<file path="src/shared/fcsc_consts.svh">
// Offsets, fields, reset values and command codes of the flash command block
// Notes on behaviour
// - Writing 1 to buffer-empty bit 7 launches the staged command and clears it.
// - Buffer-empty clears when a burst is queued; sets again once buffer frees.
// - One buffered command at most; only burst program may queue, and only behind a running burst.
// - Complete bit 6 set when idle with empty buffer; cleared by launch; read only.
// - Erase or program into protected block is ignored and sets violation bit 5.
// - Violation flag stays set until software writes 1 to it.
// - Access error bit 4: broken sequence, illegal code, divider not set for program or erase, launch refused while busy, or stop during command.
// - Access error clears only on a written 1; a written 0 does nothing.
// - Blank check sets blank bit 2 only when whole array reads erased.
// - Blank flag clears on a valid launch; software writes to it are ignored.
// - Status bits 3, 1, 0 read zero; other five readable anytime.
// - Command field is 8 bits with five legal codes; blank check is 0x05.
// - Code 0x20 programs one byte, 0x25 programs one byte in burst mode.
// - Code 0x40 erases the 512-byte page holding the address.
// - Code 0x41 erases the whole array.
// - Any other code is rejected and raises access error.
// - Unless protection disabled, top block sized by 3-bit select is protected.
// - With key writes disabled, backdoor key addresses start normal sequences.
`ifndef FCSC_CONSTS_SVH
`define FCSC_CONSTS_SVH
`define FCSC_OFF_STAT 4'h0
`define FCSC_OFF_CMD 4'h4
`define FCSC_OFF_ARR 4'h8
`define FCSC_OFF_CFG 4'hc
`define FCSC_BIT_CBE 7
`define FCSC_BIT_CCF 6
`define FCSC_BIT_PV 5
`define FCSC_BIT_AE 4
`define FCSC_BIT_BLK 2
`define FCSC_CMD_BLANK 8'h05
`define FCSC_CMD_BYTE 8'h20
`define FCSC_CMD_BURST 8'h25
`define FCSC_CMD_PAGE 8'h40
`define FCSC_CMD_MASS 8'h41
`define FCSC_KEY_LO 16'hffb0
`define FCSC_KEY_HI 16'hffb7
`define FCSC_PROT_FULL 16'h182c
`define FCSC_CFG_RST 6'h00
`define FCSC_RESP_OK 2'b00
`define FCSC_RESP_DEC 2'b11
`endif

</file>
<file path="src/shared/fcsc_pkg.sv">
// Types shared by the flash command block
package fcsc_pkg;
	typedef enum logic [1:0] {SEQ_IDLE, SEQ_DATA, SEQ_CMD} fcsc_seq_t;
	typedef struct packed {
		logic [7:0]  cmd;
		logic [15:0] addr;
		logic [7:0]  data;
	} fcsc_req_t;
endpackage : fcsc_pkg

</file>
<file path="src/core/fcsc_top.sv">
// Flash command and status controller with AXI4-Lite register slave
`timescale 1ns/1ps
`include "fcsc_consts.svh"
module fcsc_top import fcsc_pkg::*; (
	input  wire logic        clock_i,
	input  wire logic        resetn_i,
	input  wire logic        s_axi_awvalid,
	output logic             s_axi_awready,
	input  wire logic [31:0] s_axi_awaddr,
	input  wire logic        s_axi_wvalid,
	output logic             s_axi_wready,
	input  wire logic [31:0] s_axi_wdata,
	input  wire logic [3:0]  s_axi_wstrb,
	output logic             s_axi_bvalid,
	input  wire logic        s_axi_bready,
	output logic [1:0]       s_axi_bresp,
	input  wire logic        s_axi_arvalid,
	output logic             s_axi_arready,
	input  wire logic [31:0] s_axi_araddr,
	output logic             s_axi_rvalid,
	input  wire logic        s_axi_rready,
	output logic [31:0]      s_axi_rdata,
	output logic [1:0]       s_axi_rresp,
	input  wire logic        stop_mode_i,
	output logic             arr_start_o,
	output fcsc_req_t        arr_req_o,
	output logic             arr_abort_o,
	input  wire logic        arr_done_i,
	input  wire logic        arr_blank_i
);
	logic        aw_have_reg, aw_have_next, w_have_reg, w_have_next;
	logic [3:0]  aw_addr_reg, aw_addr_next;
	logic [31:0] w_data_reg, w_data_next;
	logic        w_lane_reg, w_lane_next;
	logic        bvalid_reg, bvalid_next, rvalid_reg, rvalid_next;
	logic [1:0]  bresp_reg, bresp_next, rresp_reg, rresp_next;
	logic [31:0] rdata_reg, rdata_next;
	logic        wr_fire, wr_map, rd_map;
	logic [3:0]  ar_off;

	fcsc_seq_t   seq_reg, seq_next;
	logic        cbe_reg, cbe_next, ccf_reg, ccf_next;
	logic        pv_reg, pv_next, ae_reg, ae_next, blk_reg, blk_next;
	logic        busy_reg, busy_next, pend_reg, pend_next;
	fcsc_req_t   stage_reg, stage_next, pendq_reg, pendq_next;
	fcsc_req_t   cur_reg, cur_next;
	logic [5:0]  cfg_reg, cfg_next;
	logic        start_reg, start_next, abort_reg, abort_next;
	logic [7:0]  stat_word;
	logic        wr_stat, wr_cmd, wr_arr, wr_cfg, launch;
	logic        code_ok, is_pe, prot_hit, key_hole;

	// cfg: [0] divider set, [1] protection_disable, [4:2] size select,
	// [5] key_write_enable
	function automatic logic [15:0] prot_base(input logic [2:0] sel);
		case (sel)
			3'h0: prot_base = 16'hfe00;
			3'h1: prot_base = 16'hfc00;
			3'h2: prot_base = 16'hf800;
			3'h3: prot_base = 16'hf000;
			3'h4: prot_base = 16'he000;
			3'h5: prot_base = 16'hc000;
			3'h6: prot_base = 16'h8000;
			default: prot_base = `FCSC_PROT_FULL;
		endcase
	endfunction : prot_base

	assign s_axi_awready = !aw_have_reg && !bvalid_reg;
	assign s_axi_wready  = !w_have_reg && !bvalid_reg;
	assign s_axi_arready = !rvalid_reg;
	assign s_axi_bvalid  = bvalid_reg;
	assign s_axi_bresp   = bresp_reg;
	assign s_axi_rvalid  = rvalid_reg;
	assign s_axi_rdata   = rdata_reg;
	assign s_axi_rresp   = rresp_reg;
	assign arr_start_o   = start_reg;
	assign arr_req_o     = cur_reg;
	assign arr_abort_o   = abort_reg;

	assign wr_fire = aw_have_reg && w_have_reg && !bvalid_reg;
	assign wr_map  = (aw_addr_reg[1:0] == 2'b00);
	assign ar_off  = s_axi_araddr[3:0];
	assign rd_map  = (s_axi_araddr[31:4] == 28'h0) && (ar_off[1:0] == 2'b00);

	assign stat_word = {cbe_reg, ccf_reg, pv_reg, ae_reg, 1'b0, blk_reg, 2'b00};

	// Bus slave: address and data captured in either order
	always_comb begin
		aw_have_next = aw_have_reg;
		aw_addr_next = aw_addr_reg;
		w_have_next  = w_have_reg;
		w_data_next  = w_data_reg;
		w_lane_next  = w_lane_reg;
		bvalid_next  = bvalid_reg;
		bresp_next   = bresp_reg;
		rvalid_next  = rvalid_reg;
		rdata_next   = rdata_reg;
		rresp_next   = rresp_reg;
		if (s_axi_awvalid && s_axi_awready) begin
			aw_have_next = 1'b1;
			aw_addr_next = (s_axi_awaddr[31:4] == 28'h0) ? s_axi_awaddr[3:0] : 4'h3;
		end
		if (s_axi_wvalid && s_axi_wready) begin
			w_have_next = 1'b1;
			w_data_next = s_axi_wdata;
			w_lane_next = s_axi_wstrb[0];
		end
		if (wr_fire) begin
			aw_have_next = 1'b0;
			w_have_next  = 1'b0;
			bvalid_next  = 1'b1;
			bresp_next   = wr_map ? `FCSC_RESP_OK : `FCSC_RESP_DEC;
		end else if (bvalid_reg && s_axi_bready) begin
			bvalid_next = 1'b0;
		end
		if (s_axi_arvalid && s_axi_arready) begin
			rvalid_next = 1'b1;
			rresp_next  = rd_map ? `FCSC_RESP_OK : `FCSC_RESP_DEC;
			rdata_next  = 32'h0;
			if (rd_map) begin
				case (ar_off)
					`FCSC_OFF_STAT: rdata_next = {24'h0, stat_word};
					`FCSC_OFF_CMD: rdata_next = {24'h0, stage_reg.cmd};
					`FCSC_OFF_ARR: rdata_next = {stage_reg.addr, 8'h0, stage_reg.data};
					default: rdata_next = {26'h0, cfg_reg};
				endcase
			end
		end else if (rvalid_reg && s_axi_rready) begin
			rvalid_next = 1'b0;
		end
	end

	always_ff @(posedge clock_i or negedge resetn_i) begin
		if (!resetn_i) begin
			aw_have_reg <= 1'b0;
			aw_addr_reg <= 4'h0;
			w_have_reg  <= 1'b0;
			w_data_reg  <= 32'h0;
			w_lane_reg  <= 1'b0;
			bvalid_reg  <= 1'b0;
			bresp_reg   <= 2'b00;
			rvalid_reg  <= 1'b0;
			rdata_reg   <= 32'h0;
			rresp_reg   <= 2'b00;
		end else begin
			aw_have_reg <= aw_have_next;
			aw_addr_reg <= aw_addr_next;
			w_have_reg  <= w_have_next;
			w_data_reg  <= w_data_next;
			w_lane_reg  <= w_lane_next;
			bvalid_reg  <= bvalid_next;
			bresp_reg   <= bresp_next;
			rvalid_reg  <= rvalid_next;
			rdata_reg   <= rdata_next;
			rresp_reg   <= rresp_next;
		end
	end

	// Register effects need byte lane 0; other lanes alone are accepted and dropped
	assign wr_stat = wr_fire && w_lane_reg && aw_addr_reg == `FCSC_OFF_STAT;
	assign wr_cmd  = wr_fire && w_lane_reg && aw_addr_reg == `FCSC_OFF_CMD;
	assign wr_cfg  = wr_fire && w_lane_reg && aw_addr_reg == `FCSC_OFF_CFG;
	assign key_hole = cfg_reg[5] && w_data_reg[31:16] >= `FCSC_KEY_LO
		&& w_data_reg[31:16] <= `FCSC_KEY_HI;
	assign wr_arr  = wr_fire && w_lane_reg && aw_addr_reg == `FCSC_OFF_ARR && !key_hole;
	assign launch  = wr_stat && w_data_reg[`FCSC_BIT_CBE];

	always_comb begin
		code_ok = 1'b0;
		is_pe   = 1'b1;
		case (stage_reg.cmd)
			`FCSC_CMD_BLANK: begin
				code_ok = 1'b1;
				is_pe   = 1'b0;
			end
			`FCSC_CMD_BYTE, `FCSC_CMD_BURST, `FCSC_CMD_PAGE, `FCSC_CMD_MASS: code_ok = 1'b1;
			default: code_ok = 1'b0;
		endcase
	end

	// protected block; a page hits if its last byte reaches the block
	always_comb begin
		prot_hit = 1'b0;
		if (!cfg_reg[1]) begin
			case (stage_reg.cmd)
				`FCSC_CMD_MASS: prot_hit = 1'b1;
				`FCSC_CMD_PAGE: prot_hit = {stage_reg.addr[15:9], 9'h1ff} >= prot_base(cfg_reg[4:2]);
				`FCSC_CMD_BYTE, `FCSC_CMD_BURST: prot_hit = stage_reg.addr >= prot_base(cfg_reg[4:2]);
				default: prot_hit = 1'b0;
			endcase
		end
	end

	always_comb begin
		seq_next   = seq_reg;
		pv_next    = pv_reg;
		ae_next    = ae_reg;
		blk_next   = blk_reg;
		busy_next  = busy_reg;
		pend_next  = pend_reg;
		stage_next = stage_reg;
		pendq_next = pendq_reg;
		cur_next   = cur_reg;
		cfg_next   = cfg_reg;
		start_next = 1'b0;
		abort_next = 1'b0;
		// clear by one; a set below overrides
		if (wr_stat && w_data_reg[`FCSC_BIT_PV])
			pv_next = 1'b0;
		if (wr_stat && w_data_reg[`FCSC_BIT_AE])
			ae_next = 1'b0;
		if (wr_cfg)
			cfg_next = w_data_reg[5:0];
		// blank result at end of check
		if (busy_reg && arr_done_i) begin
			if (cur_reg.cmd == `FCSC_CMD_BLANK)
				blk_next = arr_blank_i;
			if (pend_reg) begin
				cur_next   = pendq_reg;
				pend_next  = 1'b0;
				start_next = 1'b1;
			end else begin
				busy_next = 1'b0;
			end
		end
		if (wr_arr) begin
			if (seq_reg == SEQ_IDLE && cbe_reg) begin
				seq_next        = SEQ_DATA;
				stage_next.addr = w_data_reg[31:16];
				stage_next.data = w_data_reg[7:0];
			end else begin
				seq_next = SEQ_IDLE;
				ae_next  = 1'b1;
			end
		end
		if (wr_cmd) begin
			if (seq_reg == SEQ_DATA) begin
				seq_next       = SEQ_CMD;
				stage_next.cmd = w_data_reg[7:0];
			end else begin
				seq_next = SEQ_IDLE;
				ae_next  = 1'b1;
			end
		end
		if (launch) begin
			seq_next = SEQ_IDLE;
			// checks in order; rejected commands change nothing else
			if (seq_reg != SEQ_CMD || !cbe_reg || !code_ok)
				ae_next = 1'b1;
			else if (is_pe && !cfg_reg[0])
				ae_next = 1'b1;
			else if (prot_hit)
				pv_next = 1'b1;
			else if (busy_next && !(stage_reg.cmd == `FCSC_CMD_BURST
				&& cur_next.cmd == `FCSC_CMD_BURST))
				ae_next = 1'b1;
			else begin
				blk_next = 1'b0;
				if (busy_next) begin
					pend_next  = 1'b1;
					pendq_next = stage_reg;
				end else begin
					busy_next  = 1'b1;
					cur_next   = stage_reg;
					start_next = 1'b1;
				end
			end
		end
		// stop during a command aborts it
		if (stop_mode_i && busy_reg) begin
			ae_next    = 1'b1;
			busy_next  = 1'b0;
			pend_next  = 1'b0;
			start_next = 1'b0;
			abort_next = 1'b1;
		end
		cbe_next = !pend_next && !launch;
		ccf_next = !pend_next && !busy_next && !launch;
	end

	always_ff @(posedge clock_i or negedge resetn_i) begin
		if (!resetn_i) begin
			seq_reg   <= SEQ_IDLE;
			cbe_reg   <= 1'b1;
			ccf_reg   <= 1'b1;
			pv_reg    <= 1'b0;
			ae_reg    <= 1'b0;
			blk_reg   <= 1'b0;
			busy_reg  <= 1'b0;
			pend_reg  <= 1'b0;
			stage_reg <= '0;
			pendq_reg <= '0;
			cur_reg   <= '0;
			cfg_reg   <= `FCSC_CFG_RST;
			start_reg <= 1'b0;
			abort_reg <= 1'b0;
		end else begin
			seq_reg   <= seq_next;
			cbe_reg   <= cbe_next;
			ccf_reg   <= ccf_next;
			pv_reg    <= pv_next;
			ae_reg    <= ae_next;
			blk_reg   <= blk_next;
			busy_reg  <= busy_next;
			pend_reg  <= pend_next;
			stage_reg <= stage_next;
			pendq_reg <= pendq_next;
			cur_reg   <= cur_next;
			cfg_reg   <= cfg_next;
			start_reg <= start_next;
			abort_reg <= abort_next;
		end
	end

	logic rd_stat_reg;
	always_ff @(posedge clock_i or negedge resetn_i) begin
		if (!resetn_i)
			rd_stat_reg <= 1'b0;
		else if (s_axi_arvalid && s_axi_arready)
			rd_stat_reg <= rd_map && ar_off == `FCSC_OFF_STAT;
	end
endmodule : fcsc_top

</file>
<file path="config.mk">
export PLATFORM = sky130hd
export DESIGN_NAME = fcsc_top
export DESIGN_NICKNAME = d
export VERILOG_FILES = /design/src/shared/fcsc_pkg.sv /design/src/core/fcsc_top.sv
export VERILOG_INCLUDE_DIRS = /design/src /design/src/shared
export SDC_FILE = /design/constraint.sdc
export NUM_CORES = 1
export LEC_CHECK = 0
export BUFFER_PORTS_ARGS = -buffer_cell sky130_fd_sc_hd__buf_2
export CORE_MARGIN = 4
export CORE_UTILIZATION = 35
export DETAILED_ROUTE_END_ITERATION = 7
export PLACE_DENSITY_LB_ADDON = 0.3
export SYNTH_ARGS = -nofsm -noshare
export SYNTH_HDL_FRONTEND = slang
export SYNTH_SLANG_ARGS = --single-unit
</file>
<file path="constraint.sdc">
create_clock -name clock_i -period 2.8 [get_ports clock_i]
set_input_delay 0.42 -clock clock_i [delete_from_list [all_inputs] [get_ports clock_i]]
set_output_delay 0.42 -clock clock_i [all_outputs]
set_load 0.005 [all_outputs]
</file>
Yosys cells after proc, flatten, opt, wreduce, memory -nomap -nowiden. Cells that the tools add are included.

Flip-flop bits (word level): 190. Bits of input ports: 110. Output and inout bits: 75. Word-level logic and storage cells: 204.

$lt $le $gt $ge: 4. Equal/unequal tests: 20. Muxes and demuxes: 84. Bitwise operators: 4. Reduce and logical (&&, ||, !) cells: 62.

Operators with widths (count): 2-to-1 mux 32 bit (9); case mux 16 bit (7 select lines) (1); case mux 32 bit (3 select lines) (1); 2-to-1 mux 16 bit (4); 2-to-1 mux 1 bit (61); logical NOT 28 bit (2); greater-or-equal comparator 16 bit (2); logical AND 1 bit (30); equality test 8 x 6 -> 1 bit, second input constant (3); equality test 8 x 3 -> 1 bit, second input constant (2); equality test 8 x 7 -> 1 bit, second input constant (2); greater-or-equal comparator 16 bit, second input constant (1); less-or-equal comparator 16 bit, second input constant (1); equality test 4 bit, second input constant (3); logical NOT 1 bit (12); 2-to-1 mux 2 bit (6); equality test 3 bit, second input constant (3); equality test 4 x 3 -> 1 bit, second input constant (2); logical NOT 4 bit (2); nonzero test 2 bit (4); equality test 3 x 2 -> 1 bit, second input constant (2); logical NOT 2 bit (3); AND reduction 6 bit (1); OR reduction 5 bit (1); other kinds (11) (16).

Longest topological paths before layout.
Word-level depth: 16. Mapped depth: 12. Mapped depth without buffers: 10.

Worst setup path after synthesis. Ideal clock, no wire load.

Path kind: reg2reg. Start: register cfg_reg[3]. End: register cur_reg, in the netlist arr_req_o[19]. Arrival time: 2823 ps. Required time: 2675 ps. Path slack: -147 ps. Cell stages (with the launch flop): 12. Buffers on the path: 1. Cell sequence: dfrtp_1 > and2_1 > nand2_1 > inv_1 > ha_1 > nor4bb_1 > o41a_1 > o311a_2 > nor4_4 > and2_1 > buf_4 > mux2_2.

RTL lines: start, declared (RTL line fcsc_top.sv:47) `logic [5:0] cfg_reg, cfg_next;`; start signal, assigned (RTL line fcsc_top.sv:294) `` cfg_reg <= `FCSC_CFG_RST; ``; start signal, assigned (RTL line fcsc_top.sv:309) `cfg_reg <= cfg_next;`; end signal, assigned (RTL line fcsc_top.sv:308) `cur_reg <= cur_next;`; end, declared (RTL line fcsc_top.sv:46) `fcsc_req_t cur_reg, cur_next;`.

Worst setup path in the final report.
Start: register cfg_reg[4]. End: register pendq_reg[8] in the netlist's numbering.

Longest elaborated chain between the ends: 9.

RTL lines: equality test 3 bit (tied with other cells) (RTL line fcsc_top.sv:56) `case (sel)`; case mux 16 bit (7 select lines) (*) (RTL line fcsc_top.sv:56); 2-to-1 mux 16 bit (RTL line fcsc_top.sv:185) `case (stage_reg.cmd)`; 2-to-1 mux 16 bit (RTL line fcsc_top.sv:184) `if (!cfg_reg[1]) begin`; greater-or-equal comparator 16 bit, on equally long branches (RTL line fcsc_top.sv:188, fcsc_top.sv:187); case mux 1 bit (3 select lines) (*) (RTL line fcsc_top.sv:185); 2-to-1 mux 1 bit (*) (RTL line fcsc_top.sv:184); inverter 1 bit (no line) (*); AND reduction 6 bit (no line) (*); end signal, assigned (RTL line fcsc_top.sv:307) `pendq_reg <= pendq_next;`; end, declared (RTL line fcsc_top.sv:45) `fcsc_req_t stage_reg, stage_next, pendq_reg, pendq_next;`.

Every way passes the cells marked *; elsewhere a longest branch is shown, timed or not. The select of a mux whose other input is x is not followed. A chain may end at the register's enable or synchronous reset.

==> results.md <==
| Parameter | This run |
|:---|:---|
| Outcome | finished, violations left |
| Violated checks | negative setup slack |
| Clock-pin slew of the registers on the worst-case setup and hold paths | 0.06 ns |
| Total die area | 0.0247 mm² |
| Data arrival, critical path | 3.21 ns |
| Leakage power of the design | 5.08 nW |
| Post-route insts no fill | 1112 |
| Peak clock frequency supported by timing | 345 MHz |
| Most used flip-flop cell after synthesis | dfrtp_1 |
| Drc violations | 0 |
| Number of setup violations in the final report | 51 |
| Number of rows created at floorplan | 54 |
| Count of buffers from port buffering | 165 |
| Mean cell area of the mapped netlist | 12.7 µm² |
| Fraction of power spent switching nets | 24.7% |
| Internal Power | 4.53 mW |
| Global-route wire length before repair | 31.5 mm |
| CTS tree | yes |
| Remaining antenna violation count after routing | 0 |
| Number of buffers created by CTS | 17 |
| Unrepaired setup endpoints after global routing | true |
| Area share of the largest cell type after synthesis | 54.7% |
| Fillcell total | 2023 |
| Die Span X | 157 µm |
| Ratio of final minimum period to clock period | 103% |
| Data required, critical path | 3.11 ns |
| Global-route usage over all layers | 16.4% |
| Critical path class | reg2reg |
| Overall die height | 157 µm |
| Skew-Pair Late Insertion Delay | 0.43 ns |
| Shortest clock period the worst path allows after layout | 2.90 ns |
| Global placement routability congestion | 0.802 |
| Antenna diodes | 0 |
| Total design power | 6.02 mW |
| Sum of net half-perimeters after detailed placement | 14.5 mm |
| Initial standard-cell utilization of the core | 35.7% |
| Number of library cell types mapped by synthesis | 57 |
| Sequential cell fraction of total power | 48.8% |
| Slew @ Worst Pin | 0.544 ns |
| Antenna violations before repair | 1 |
| Starting DRC count in detailed routing | 302 |
| Sequential fraction of the synthesis area | 55.3% |
| Most frequent standard cell in the layout excluding fill and tap cells | dfrtp_1 |
| Routing layer with the top usage in global route | met2 |
| Hold Vio Cnt, Final | 0 |
| PD cells | 596 mW/mm² |
| Number of levels the H-tree was split into | 4 |
| Final net count | 940 |
| Portion of total power attributed to the clock network | 41.2% |
| Largest net degree at the start of global routing | 59 |
| Pins over their slew limit | 0 |
| Synthesized area | 0.00778 mm² |
| Pre-CTS setup slack | -0.262 ns |
| Post-synthesis cell count | 613 |
| Most frequent cells in the layout | dfrtp_1, buf_2, mux2_2 |
| Async SR Flop Fraction | 100% |
| Portion of total power attributed to combinational logic | 10.1% |
| Maximum Capacitance Violations | 0 |
| Post-synthesis cell type with the largest combined area | dfrtp_1 |
| Number of warning messages in the yosys log | 0 |
| Startpoint types | register |
| Met3 routing resource usage after global routing | 3.71% |
| Number of enable-type register cells in the synthesized netlist | 0 |
| Area contributors post-synth | dfrtp_1, mux2_2, mux2_4, and2_1, a221o_1 |
| Via count of the first global-routing pass | 5691 |
| CTS Sinks | 172 |
| I/O pin cnt | 185 |
| Vias per std cell | 4.97 |
| Clk_skew | 0.00967 ns |
| Fraction of final layout cells sized beyond drive strength 1 | 45.4% |
| Clock root buffer master | clkbuf_16 |
| GR Util met2 | 26.9% |
| Clk buf depth | 2 |
| Highest net fanout along the worst path | 15 |
| Met1 usage in global routing | 22.5% |
| First-pass detailed-route iteration total | 5 |
| Core Footprint | 0.0218 mm² |
| Psw | 1.48 mW |
| Type of destination of the critical path | register |
| Vias post-DR | 5531 |
| Wirelength per Cell | 17.9 µm |
| Worst supply voltage drop on vdd | 0.377 mV |
| Setup slack of the critical path after layout | -0.0971 ns |
| Post-detailed-routing wire length | 19.9 mm |
| Area added between synthesis and finish | 29.6% |
| Min-delay worst type | in2reg |
| Flop and latch count out of synthesis | 172 |
| Number of cells in the design after placement | 1067 |
| Total grt overflow | 0 |
| Worst-case headroom to the max-slew limit | 63.2% |
-- critical path, stage by stage (launching register included) --
cell	delay (ns)
dfrtp_1	0.40
and2_4	0.18
nand2_4	0.09
inv_4	0.04
ha_4	0.20
nor4bb_1	0.13
o41a_1	0.32
o311a_4	0.33
nor4_4	0.33
buf_4	0.17
nand3b_4	0.10
buf_12	0.17
mux2_4	0.30
-- per-layer routing --
layer / up-vias / wire, µm
met3: 6 / 977
met1: 2731 / 9320
met2: 137 / 9570
li1: 2655 / -
met5: - / 13
met4: 2 / 61
-- cell type report --
cell class              count  area [µm²]  area share, %
clock buffers              22         484           4.80
well taps                 280         350           3.47
clock inverters            10         138           1.36
repair buffers            219        1390           13.8
multi-input cells         397        3370           33.4
inverters                  12        47.5          0.471
flip-flops and latches    172        4310           42.7
-- cell families (layout without fill, tap and decap cells) --
kind of cell / count (synthesis) / after routing / share of synthesized area (%)
mux: 104 / 104 / 16.0
compound gates: 114 / 114 / 11.3
other cells: 1 / 8 / 0.0482
simple gates: 158 / 158 / 11.8
xor+xnor: 2 / 2 / 0.225
fa+ha+maj: 11 / 11 / 1.77
flops: 172 / 172 / 55.3
buf+inv: 51 / 263 / 3.46
-- metrics by stage --
| step | cell area [µm²] | setup TNS [ns] | hold slack (ns) | util [%] |
|---|---|---|---|---|
| global placement | 9190 | -8.81 | 0.433 | 42.1 |
| global route | 10100 | -9.96 | 0.176 | 46.2 |
| detailed placement | 9190 | -10.61 | 0.439 | 42.1 |
| finish | 10100 | -3.71 | 0.171 | 46.2 |
| CTS | 10000 | -2.19 | 0.154 | 46.0 |
| floorplan | 7840 | -3.94 | 0.124 | - |
-- what timing repair did --
action                     4_1_cts  5_1_grt
setup endpoints to repair       61       56
hold buffers                     1        0
pin swaps                        1        6
hold endpoints to repair        54        0
cloned                           1        0
gates resized for setup         21        8
buffers inserted                 7        4
-- worst paths after layout --
path	start	endpoint	slack (ns)	cells past startpoint
worst min-delay path	s_axi_bready	s_axi_bvalid	0.17	2
worst min register to register	s_axi_rdata[3]	s_axi_rdata[3]	0.48	2
worst max-delay path	cfg_reg[4]	pendq_reg[8]	-0.1	12
max in group asynchronous	resetn_i	cbe_reg	1.57	3
min in group asynchronous	resetn_i	arr_req_o[18]	0.55	2
worst max register to register	cfg_reg[4]	pendq_reg[8]	-0.1	12
-- power groups by stage --
stage	clock network [mW]	logic, mW	registers [mW]
CTS	2.52	0.620	2.93
global route	2.64	0.672	2.96
finish	2.48	0.605	2.94
global placement	0	0.598	2.97
floorplan	0	0.390	2.88
detailed placement	0	0.615	2.97
-- Yosys cell counts, drive strengths merged (3+ instances only) --
| library cell | count |
|---|---|
| nor2 | 19 |
| o21ai | 28 |
| o21a | 6 |
| mux2i | 4 |
| mux2 | 100 |
| a222oi | 3 |
| nand2b | 9 |
| nor2b | 3 |
| nand4 | 6 |
| or2 | 3 |
| nand3 | 3 |
| inv | 12 |
| and2 | 34 |
| buf | 22 |
| nor3b | 5 |
| nand3b | 4 |
| clkbuf | 17 |
| dfrtp | 170 |
| o22ai | 3 |
| nor3 | 4 |
| a22o | 22 |
| a221o | 21 |
| nor4b | 3 |
| and3 | 3 |
| ha | 11 |
| nand4b | 3 |
| a21oi | 16 |
| nor4 | 18 |
| nand2 | 36 |
(Power assumes the default switching activity.)
